==> src/cac_pkg.sv <==
// shared constants and state types for the charge converter control pair
// assumes one 10 MHz clock (hclk) and an active-low asynchronous reset
package cac_pkg;

    // ==========================================================
    // configuration word layout, shifted in msb first
    localparam int CFG_BITS  = 12;
    localparam int ACQ_POS   = 10;
    localparam int OS_POS    = 6;
    localparam int LCNT_POS  = 2;
    localparam int RANGE_POS = 1;
    localparam int FMT_POS   = 0;
    localparam logic [CFG_BITS-1:0] CFG_RST = 12'h000;

    localparam logic [1:0] ACQ_NO_CDS = 2'h0;
    localparam logic [1:0] ACQ_K1     = 2'h1;
    localparam logic [1:0] ACQ_K16    = 2'h2;
    localparam logic [1:0] ACQ_K32    = 2'h3;
    localparam logic [4:0] ACQ_CLKS_K16 = 5'h0F;
    localparam logic [4:0] ACQ_CLKS_K32 = 5'h1F;
    localparam logic [3:0] EXP_MAX      = 4'h8;

    // ==========================================================
    // data path widths and straight binary zero codes
    localparam int SAMPLE_W = 20;
    localparam int RESULT_W = 21;
    localparam int ACC_W    = 40;
    localparam logic [RESULT_W-1:0] SB_UNI_ZERO = 21'h001000;
    localparam logic [RESULT_W-1:0] SB_BIP_ZERO = 21'h080000;

    // ==========================================================
    // controller registers (AHB-Lite word offsets)
    localparam logic [7:0] REG_CTRL   = 8'h00;
    localparam logic [7:0] REG_CFG    = 8'h04;
    localparam logic [7:0] REG_PERIOD = 8'h08;
    localparam logic [7:0] REG_STATUS = 8'h0C;
    localparam int CTRL_SETUP_BIT = 0;
    localparam int CTRL_STOP_BIT  = 1;
    localparam int STAT_BUSY_BIT  = 8;
    localparam logic [15:0] PERIOD_RST     = 16'h0400;
    localparam logic [1:0]  END_MIN_CYCLES = 2'h2;

    // ==========================================================
    typedef enum logic [6:0] {
        D_CFG  = 7'b0000001,
        D_WAIT = 7'b0000010,
        D_RST  = 7'b0000100,
        D_ACQ  = 7'b0001000,
        D_INIT = 7'b0010000,
        D_MEAS = 7'b0100000,
        D_FIN  = 7'b1000000
    } cac_dev_state_t;

    typedef enum logic [4:0] {
        H_HOLD  = 5'b00001,
        H_SHIFT = 5'b00010,
        H_ARM   = 5'b00100,
        H_RUN   = 5'b01000,
        H_END   = 5'b10000
    } cac_host_state_t;

endpackage : cac_pkg

==> src/cac_link_if.sv <==
// link between the setup/integration controller and the converter control
// assumes both ends share hclk; all signals change just after a rising edge
`timescale 1ns/1ps
interface cac_link_if (
    input wire logic hclk
);
    logic reset_sys_n;
    logic integ_ctrl_n;
    logic cfg_strobe;
    logic cfg_data;
    logic point_busy;

    modport dev_mp (
        input  reset_sys_n,
        input  integ_ctrl_n,
        input  cfg_strobe,
        input  cfg_data,
        output point_busy
    );

    modport host_mp (
        output reset_sys_n,
        output integ_ctrl_n,
        output cfg_strobe,
        output cfg_data,
        input  point_busy
    );
endinterface : cac_link_if

==> src/cac_dev.sv <==
// converter control end: setup capture, acquisition phase, double sampling
// and averaging of integrations into one conversion result
// assumes link inputs synchronous to hclk and one raw sample per clock
`timescale 1ns/1ps

module cac_dev (
    input  wire logic                           hclk,
    input  wire logic                           hresetn,
    cac_link_if.dev_mp                          link,
    input  wire logic [cac_pkg::SAMPLE_W-1:0]   sample_in,
    output logic      [cac_pkg::RESULT_W-1:0]   result,
    output logic                                result_valid,
    output logic      [cac_pkg::CFG_BITS-1:0]   cfg_word,
    output logic                                cds_enabled,
    output logic                                acq_active
);
    import cac_pkg::*;

    // ==========================================================
    // decoding helpers
    // power-of-two exponent
    function automatic logic [3:0] pow_exp(input logic [3:0] code);
        pow_exp = code[3] ? EXP_MAX : {1'b0, code[2:0]};
    endfunction : pow_exp

    function automatic logic [8:0] pow_count(input logic [3:0] code);
        pow_count = 9'h001 << pow_exp(code);
    endfunction : pow_count

    // ==========================================================
    // state
    cac_dev_state_t            state,      next_state;
    logic [CFG_BITS-1:0]       shift_reg,  next_shift_reg;
    logic [3:0]                shift_cnt,  next_shift_cnt;
    logic [CFG_BITS-1:0]       next_cfg_word;
    logic [4:0]                acq_cnt,    next_acq_cnt;
    logic [8:0]                smp_cnt,    next_smp_cnt;
    logic [8:0]                int_cnt,    next_int_cnt;
    logic signed [ACC_W-1:0]   init_acc,   next_init_acc;
    logic signed [ACC_W-1:0]   fin_acc,    next_fin_acc;
    logic [RESULT_W-1:0]       next_result;
    logic                      next_result_valid;

    logic [1:0]                acq_code;
    logic [3:0]                os_code;
    logic [3:0]                l_code;
    logic                      bipolar;
    logic                      twos_fmt;
    logic [4:0]                acq_clks;
    logic [8:0]                m_count;
    logic [8:0]                l_count;
    logic signed [ACC_W-1:0]   sample_ext;
    logic signed [ACC_W-1:0]   total;
    logic signed [ACC_W-1:0]   avg;
    logic [4:0]                avg_shift;

    assign acq_code = cfg_word[ACQ_POS+1:ACQ_POS];
    assign os_code  = cfg_word[OS_POS+3:OS_POS];
    assign l_code   = cfg_word[LCNT_POS+3:LCNT_POS];
    assign bipolar  = cfg_word[RANGE_POS];
    assign twos_fmt = cfg_word[FMT_POS];
    assign l_count  = pow_count(l_code);
    assign m_count  = pow_count(os_code);
    assign cds_enabled = (acq_code != ACQ_NO_CDS);
    assign sample_ext  = $signed({{(ACC_W-SAMPLE_W){1'b0}}, sample_in});
    assign avg_shift   = {1'b0, pow_exp(os_code)} + {1'b0, pow_exp(l_code)};

    // acquisition clocks after the reset clock
    always_comb begin
        case (acq_code)
            ACQ_K16: acq_clks = ACQ_CLKS_K16;
            ACQ_K32: acq_clks = ACQ_CLKS_K32;
            default: acq_clks = 5'h00;
        endcase
    end

    assign acq_active      = (state == D_RST) || (state == D_ACQ);
    assign link.point_busy = acq_active || (state == D_INIT) || (state == D_FIN);

    // ==========================================================
    // next-state logic
    always_comb begin
        next_state        = state;
        next_shift_reg    = shift_reg;
        next_shift_cnt    = shift_cnt;
        next_cfg_word     = cfg_word;
        next_acq_cnt      = acq_cnt;
        next_smp_cnt      = smp_cnt;
        next_int_cnt      = int_cnt;
        next_init_acc     = init_acc;
        next_fin_acc      = fin_acc;
        next_result       = result;
        next_result_valid = 1'b0;
        total             = fin_acc + sample_ext - init_acc;
        avg               = total >>> avg_shift;

        if (!link.reset_sys_n) begin
            // setup load while held in reset
            next_state    = D_CFG;
            next_int_cnt  = 9'h000;
            next_init_acc = '0;
            next_fin_acc  = '0;
            if (link.cfg_strobe) begin
                next_shift_reg = {shift_reg[CFG_BITS-2:0], link.cfg_data};
                if (shift_cnt == 4'(CFG_BITS - 1)) begin
                    // commit on the twelfth bit only
                    next_cfg_word  = {shift_reg[CFG_BITS-2:0], link.cfg_data};
                    next_shift_cnt = 4'h0;
                end else begin
                    next_shift_cnt = shift_cnt + 4'h1;
                end
            end
        end else begin
            case (state)
                D_CFG: begin
                    // a partial word is dropped on release
                    next_shift_cnt = 4'h0;
                    next_state     = D_WAIT;
                end
                D_WAIT: begin
                    // start on release of integration control
                    if (link.integ_ctrl_n) begin
                        next_state = D_RST;
                    end
                end
                D_RST: begin
                    next_acq_cnt = acq_clks;
                    next_smp_cnt = 9'h000;
                    if (acq_clks != 5'h00) begin
                        next_state = D_ACQ;
                    end else if (cds_enabled) begin
                        next_state = D_INIT;
                    end else begin
                        next_state = D_MEAS;
                    end
                end
                D_ACQ: begin
                    // then 15 or 31 acquisition clocks
                    next_acq_cnt = acq_cnt - 5'h01;
                    if (acq_cnt == 5'h01) begin
                        next_state = cds_enabled ? D_INIT : D_MEAS;
                    end
                end
                D_INIT: begin
                    next_init_acc = init_acc + sample_ext;
                    next_smp_cnt  = smp_cnt + 9'h001;
                    if (smp_cnt == m_count - 9'h001) begin
                        next_smp_cnt = 9'h000;
                        next_state   = D_MEAS;
                    end
                end
                D_MEAS: begin
                    if (!link.integ_ctrl_n) begin
                        next_smp_cnt = 9'h000;
                        next_state   = D_FIN;
                    end
                end
                D_FIN: begin
                    next_fin_acc = fin_acc + sample_ext;
                    next_smp_cnt = smp_cnt + 9'h001;
                    if (smp_cnt == m_count - 9'h001) begin
                        next_state   = D_WAIT;
                        next_int_cnt = int_cnt + 9'h001;
                        if (int_cnt == l_count - 9'h001) begin
                            // subtract the initial sum at the end
                            // bipolar straight binary with cds may wrap
                            if (twos_fmt) begin
                                next_result = avg[RESULT_W-1:0];
                            end else if (bipolar) begin
                                next_result = {1'b0, 20'(avg[RESULT_W-2:0] + SB_BIP_ZERO[RESULT_W-2:0])};
                            end else begin
                                next_result = {1'b0, 20'(avg[RESULT_W-2:0] + SB_UNI_ZERO[RESULT_W-2:0])};
                            end
                            next_result_valid = 1'b1;
                            next_int_cnt      = 9'h000;
                            next_init_acc     = '0;
                            next_fin_acc      = '0;
                        end
                    end
                end
                default: begin
                    next_state = D_CFG;
                end
            endcase
        end
    end

    // ==========================================================
    // registers
    always_ff @(posedge hclk or negedge hresetn) begin
        if (!hresetn) begin
            state        <= D_CFG;
            shift_reg    <= CFG_RST;
            shift_cnt    <= 4'h0;
            cfg_word     <= CFG_RST;
            acq_cnt      <= 5'h00;
            smp_cnt      <= 9'h000;
            int_cnt      <= 9'h000;
            init_acc     <= '0;
            fin_acc      <= '0;
            result       <= '0;
            result_valid <= 1'b0;
        end else begin
            state        <= next_state;
            shift_reg    <= next_shift_reg;
            shift_cnt    <= next_shift_cnt;
            cfg_word     <= next_cfg_word;
            acq_cnt      <= next_acq_cnt;
            smp_cnt      <= next_smp_cnt;
            int_cnt      <= next_int_cnt;
            init_acc     <= next_init_acc;
            fin_acc      <= next_fin_acc;
            result       <= next_result;
            result_valid <= next_result_valid;
        end
    end

endmodule : cac_dev

==> src/flat_wrapper.sv <==
// flat-port wrapper written by rule: the top's interface ports become plain ports
module cac_dev_flat import cac_pkg::*;
  (hclk, hresetn, sample_in, result, result_valid, cfg_word, cds_enabled, acq_active, link_reset_sys_n, link_integ_ctrl_n, link_cfg_strobe, link_cfg_data, link_point_busy);
  cac_link_if link_i (.hclk(hclk));
  input  wire logic hclk;
  input  wire logic hresetn;
  input  wire logic [cac_pkg::SAMPLE_W-1:0] sample_in;
  output logic      [cac_pkg::RESULT_W-1:0] result;
  output logic result_valid;
  output logic      [cac_pkg::CFG_BITS-1:0] cfg_word;
  output logic cds_enabled;
  output logic acq_active;
  input wire logic [$bits(link_i.reset_sys_n)-1:0] link_reset_sys_n;
  input wire logic [$bits(link_i.integ_ctrl_n)-1:0] link_integ_ctrl_n;
  input wire logic [$bits(link_i.cfg_strobe)-1:0] link_cfg_strobe;
  input wire logic [$bits(link_i.cfg_data)-1:0] link_cfg_data;
  output wire logic [$bits(link_i.point_busy)-1:0] link_point_busy;
  assign link_i.reset_sys_n = link_reset_sys_n;
  assign link_i.integ_ctrl_n = link_integ_ctrl_n;
  assign link_i.cfg_strobe = link_cfg_strobe;
  assign link_i.cfg_data = link_cfg_data;
  assign link_point_busy = link_i.point_busy;
  cac_dev u_core (.hclk(hclk), .hresetn(hresetn), .link(link_i), .sample_in(sample_in), .result(result), .result_valid(result_valid), .cfg_word(cfg_word), .cds_enabled(cds_enabled), .acq_active(acq_active));
endmodule
==> config.mk <==
export PLATFORM = sky130hd
export DESIGN_NAME = cac_dev_flat
export DESIGN_NICKNAME = d
export VERILOG_FILES = /design/src/cac_pkg.sv /design/src/cac_link_if.sv /design/src/cac_dev.sv /design/src/flat_wrapper.sv
export SDC_FILE = /design/constraint.sdc
export NUM_CORES = 1
export LEC_CHECK = 0
export ABC_AREA = 1
export BUFFER_PORTS_ARGS = -buffer_cell sky130_fd_sc_hd__buf_2
export CAP_MARGIN = 20
export CORE_MARGIN = 4
export CORE_UTILIZATION = 47
export DETAILED_ROUTE_END_ITERATION = 10
export GPL_TIMING_DRIVEN = 0
export PLACE_DENSITY_LB_ADDON = 0.1
export SETUP_SLACK_MARGIN = 0.15
export SLEW_MARGIN = 20
export SYNTH_ARGS = -nofsm -noshare
export SYNTH_HDL_FRONTEND = slang
export SYNTH_SLANG_ARGS = --single-unit
==> constraint.sdc <==
create_clock -name hclk -period 5.8 [get_ports hclk]
set_input_delay 0.29 -clock hclk [delete_from_list [all_inputs] [get_ports hclk]]
set_output_delay 0.29 -clock hclk [all_outputs]
set_load 0.02 [all_outputs]
# Word-level counts from Yosys, hierarchy flattened
# Index checks and enable logic that the tools add are counted.
[totals]
regBits = 159
in_bits = 26
out_inout_bits = 37
elab_cells = 106
[classes]
n_addsub = 12
eq_ne = 24
shifts = 3
muxes = 38
bitwise = 1
reduce_logical = 17
[ops]
columns = ["operator", "count"]
rows = [
  ["40-bit two-way mux", 7],
  ["40-bit by 21-bit adder with 40-bit output", 2],
  ["40-bit case mux with 2 select lines", 1],
  ["9-bit two-way mux", 6],
  ["7-bit two-way mux", 7],
  ["7-bit case mux with 7 select lines", 1],
  ["40-bit by 5-bit >>> shifter with 21-bit output", 1],
  ["40-bit subtractor", 1],
  ["9-bit case mux with 4 select lines", 1],
  ["4-bit two-way mux", 6],
  ["21-bit two-way mux", 1],
  ["20-bit by 13-bit adder with 20-bit output (second input constant)", 1],
  ["20-bit adder (second input constant)", 1],
  ["20-bit two-way mux", 1],
  ["5-bit case mux with 2 select lines", 2],
  ["9-bit by 1-bit adder with 9-bit output (second input constant)", 2],
  ["9-bit == test", 2],
  ["3-bit != test (second input constant)", 6],
  ["1-bit by 4-bit left shift with 9-bit output (first input constant)", 2],
  ["9-bit by 1-bit subtractor with 9-bit output (second input constant)", 2],
  ["3-bit AND reduction", 3],
  ["2-bit AND reduction", 4],
  ["7-bit by 1-bit == test with 1-bit output (second input constant)", 1],
  ["7-bit by 2-bit == test with 1-bit output (second input constant)", 1],
  ["23 further kinds", 33],
]

# Longest topological paths before layout
[logic_depth]
word_depth = 8
ltp_mapped = 41
depth_no_buf = 41

# Worst setup path before layout
# No wires, ideal clock.
[synth_timing]
path_kind = "reg2reg"
start = "register u_core.fin_acc[7]"
end = "register u_core.result[18] in the netlist's numbering"
setup_time_ns = 0.116
arrival_ns = 4.869
required_ns = 5.684
setup_slack_ns = 0.814
path_stages_with_launch = 39
path_buffers = 0
synth_period_minus_slack_ns = 4.986
path_cell_list = "dfrtp_1 ha_1 nand2_1 o21ai_0 nand2_1 o211ai_1 a21oi_1 o21ai_0 and3_1 nand3_1 nor3_1 nand3_1 nor2_1 nand4_1 xor2_1 inv_1 ha_1 inv_1 [3 not listed] nor2_1 nand2_1 nand2_1 and2_1 or2_0 nand3_1 nand3_1 nand2_1 nand2_1 nand3_1 nand2_1 inv_1 ha_1 and3_1 nand2_1 o21a_1 nand2_1 nand2_1"
[synth_via]
elab_chain_len = 6
word_cells_on_any_way = 7
classes_between = "add/sub: 4; shift: 1; mux: 2"
[synth_lines]
columns = ["item", "line", "rtl"]
rows = [
  ["start: declaration", "cac_dev.sv:40", "logic signed [ACC_W-1:0] fin_acc, next_fin_acc;"],
  ["start signal: assignment", "cac_dev.sv:212", "fin_acc <= next_fin_acc;"],
  ["40-bit by 21-bit adder with 40-bit output (*)", "cac_dev.sv:94", "total = fin_acc + sample_ext - init_acc;"],
  ["40-bit subtractor (*)", "cac_dev.sv:94", ""],
  ["40-bit by 5-bit >>> shifter with 21-bit output (*)", "cac_dev.sv:95", "avg = total >>> avg_shift;"],
  ["20-bit by 13-bit adder with 20-bit output / 20-bit adder (equally long branches)", "cac_dev.sv:172, cac_dev.sv:170", ""],
  ["20-bit two-way mux", "cac_dev.sv:169", "end else if (bipolar) begin"],
  ["21-bit two-way mux (*)", "cac_dev.sv:167", "if (twos_fmt) begin"],
  ["end signal: assignment", "cac_dev.sv:213", "result <= next_result;"],
  ["end: declaration", "cac_dev.sv:11", "output logic [cac_pkg::RESULT_W-1:0] result,"],
]
# Mark *: on every way between the ends. The rest lies on a longest branch, timed or not.
# A chain may end at the register's enable or synchronous reset.

# Worst setup path in the final report
# Same ends and word-level chain as after synthesis.

==> metrics.md <==
| Metric | Value |
|---|---|
| Hold slack final | `0.133 ns` |
| Vias in the first global route | `approximately 15,000` |
| Die Y | `188 µm` |
| Largest family of logic cells by synthesized area | `simple AND/OR/NAND/NOR gates` |
| Clk slew on worst S/H paths | `roughly 0.070 ns` |
| Post-synth top flop | `dfrtp_1` |
| Synth unique cells | `59` |
| Final Hold Fails | `0` |
| Final antenna-violating net count | `0` |
| Area delta synth->final | `16.8%` |
| 1st-iter DRT viols | `roughly 1,200` |
| Post-synth top area share | `0.261` |
| Yosys reg bits | `around 160` |
| Synth Area in Simple Gates | `0.355` |
| Clock sink total | `~160` |
| Most common cell in the netlist | `nand2_1` |
| Num rows | `65` |
| Fin crit period | `~5.5 ns` |
| Peak supply drop | `between 200 and 300 µV` |
| Critical path capture point type | `flip-flop` |
| CP Class | `reg -> reg` |
| Highest-delay cell along the critical path | `dfrtp_1` |
| Warnings from Yosys | `0` |
| Gr usage total | `0.274` |
| Largest cells by area after synthesis | `dfrtp_1, nand2_1, inv_1` |
| Regs by FF count | `u_core.fin_acc x40, u_core.init_acc x40, u_core.result x21` |
| Cell area after layout | `~18,000 µm²` |
| Longest Clk Path Bufs | `2` |
| Slew Viols, Final | `0` |
| H-Tree Level Count | `4` |
| Root buffer cell | `clkbuf_16` |
| Syn Area/Cell | `approximately 6.2 µm²` |
| Fin Clk Skew | `0.0167 ns` |
| DIE WIDTH | `roughly 190 µm` |
| WP data arrival | `slightly below 6 ns` |
| Unrepaired setup endpoints after global routing | `false` |
| Xor-xnor portion of the synthesized cell area | `0.0399` |
| Post-route DRC violation count | `0` |
| Cells after synthesis | `~2,400` |
| Mux contribution to synthesized area | `0.00140` |
| Pwr Density | `approximately 230 nW/µm²` |
| Wirelength per Cell | `approximately 17 µm` |
| Drt via density | `roughly 5.5` |
| Post-synth EDFFs | `0` |
| Max Cap Viol | `0` |
| Startpoint Class | `flip-flop` |
| Initial Utilization | `0.479` |
| Worst Tran Pin Value | `between 1 and 1.5 ns` |
| Syn Nets | `around 2,500` |
| Fillers | `approximately 3,200` |
| Commonest cells post-synth | `nand2_1, inv_1, nand3_1, nor2_1, dfrtp_1` |
| Critical Path RT | `6.15 ns` |
| TritonCTS Buffers | `17` |
| Pin count of the biggest net entering global routing | `85` |
| Ant diodes | `0` |
| Post-synthesis compound-gate area fraction | `0.153` |
| Top cell type by total area after synthesis | `dfrtp_1` |
| Worst hold-check path type | `in -> reg` |
| Die area | `around 35,000 µm²` |
| First-pass GRT wire length | `78.5 mm` |
| Most used cell, CP | `nand2_1` |
| Leakage power | `between 9 and 10 nW` |
| Detailed placement HPWL | `39.2 mm` |
| Final setup vio count | `0` |
| Vias | `roughly 16,000` |
| DP Area | `about 16,000 µm²` |
| CP max stage delay | `about 0.42 ns` |
| Fin nets | `roughly 2,700` |
| Mapped Area | `approximately 15,000 µm²` |
| Core area | `~32,000 µm²` |
| Initial antenna violation count | `0` |
| Critical path fanouts, max | `6` |
| Port-buffer cells | `61` |
| Sequential area share after synthesis | `0.263` |
| Ys async rst share | `1.00` |
| Slew margin rel. | `0.329` |
| Fin Setup TNS | `0 ns` |
| IO Count | `between 60 and 70` |
| Placer Congestion | `between 0.9 and 1` |
| FMAX | `between 150 and 200 MHz` |
| Synth Area in Adders | `0.0804` |
| Grt ovf | `0` |
| Share of layout cells above drive strength 1 | `0.122` |
| Clk_lat worst skew | `approximately 0.46 ns` |
| Status | `finished clean` |
| Fin crit share | `0.944` |
| CTS tree | `done` |
| DRT Pass-1 Iters | `5` |
| WL final | `approximately 50 mm` |
cell usage in the layout (no fill, tap or decap), drive strengths merged, types with 36 or more instances in the layout:
cell	instances
dfrtp	158
nor3	36
nand2	721
xor2	45
o21ai	152
buf	104
nor2	198
inv	379
a21oi	121
clkbuf	63
ha	91
nand3	252
area by class of cell:
| class | count | area (µm²) | area share |
|---|---|---|---|
| clock inverters | 12 | 151 | 0.00856 |
| multi-input cells | 1834 | 10400 | 0.586 |
| plain buffers | 54 | 213 | 0.0120 |
| repair buffers | 94 | 598 | 0.0338 |
| clock buffers | 20 | 457 | 0.0258 |
| inverters | 377 | 1420 | 0.0800 |
| well taps | 402 | 503 | 0.0284 |
| flip-flops and latches | 159 | 3980 | 0.225 |
layer usage:
metal | up-vias | track usage | routed length (µm)
li1 | 8132 | - | -
met1 | 7533 | 0.391 | 23800
met2 | 420 | 0.428 | 22000
met3 | 78 | 0.0490 | 2670
met4 | 0 | 0.0788 | 1320
met5 | - | 0 | 0
metrics by stage:
step / std cells / power, mW / utilization / worst slack, ns
6_report: 2952 / 4.07 / 0.559 / 0.325
5_1_grt: 2952 / 4.35 / 0.559 / 0.0236
4_1_cts: 2926 / 4.01 / 0.534 / 0.151
3_5_place_dp: 2888 / 2.78 / 0.506 / -0.461
3_3_place_gp: 2887 / 2.77 / 0.504 / -0.471
2_1_floorplan: 2424 / 2.37 / - / 0.814
worst paths after layout:
path	start	to	slack (ns)	depth (start not counted)
min in group asynchronous	hresetn	u_core.init_acc[7]	0.37	2
worst max register to register	u_core.fin_acc[7]	u_core.result[18]	0.33	38
worst min-delay path	link_cfg_data	u_core.shift_reg[0]	0.13	3
max in group asynchronous	hresetn	u_core.state[0]	4.54	3
worst max-delay path	u_core.fin_acc[7]	u_core.result[18]	0.33	38
worst min register to register	u_core.result[4]	u_core.result[4]	0.47	2
logic make-up after synthesis:
kind of cell,count (synthesis)
multiplexers,2
AND/OR/NAND/NOR,1274
buffers and inverters,431
XOR/XNOR,69
AO/OA/AOI/OAI,394
adder cells (fa/ha/maj),95
flip-flops,159
report_power, final:
group	switching [mW]	leakage, nW	internal [mW]	total [mW]
Sequential	0.0866	2.16	1.20	1.29
Clock	0.531	0.296	0.670	1.20
Combinational	1.05	6.80	0.528	1.58
critical path, delay by kind of cell (launching register included):
family          cells  cell delay [ns]
buf+inv             3             0.29
fa+ha+maj           3             0.77
simple gates       25             2.91
xor+xnor            1             0.22
flops               1             0.42
compound gates      6             0.71
what timing repair did:
action | in CTS | in global routing
gates resized for setup | 44 | 131
buffers inserted | 5 | 26
hold endpoints to repair | 75 | 0
setup endpoints to repair | 12 | 12
hold buffers | 1 | 0
pin swaps | 7 | 42
Note: power is estimated with default switching activity, not from simulation.
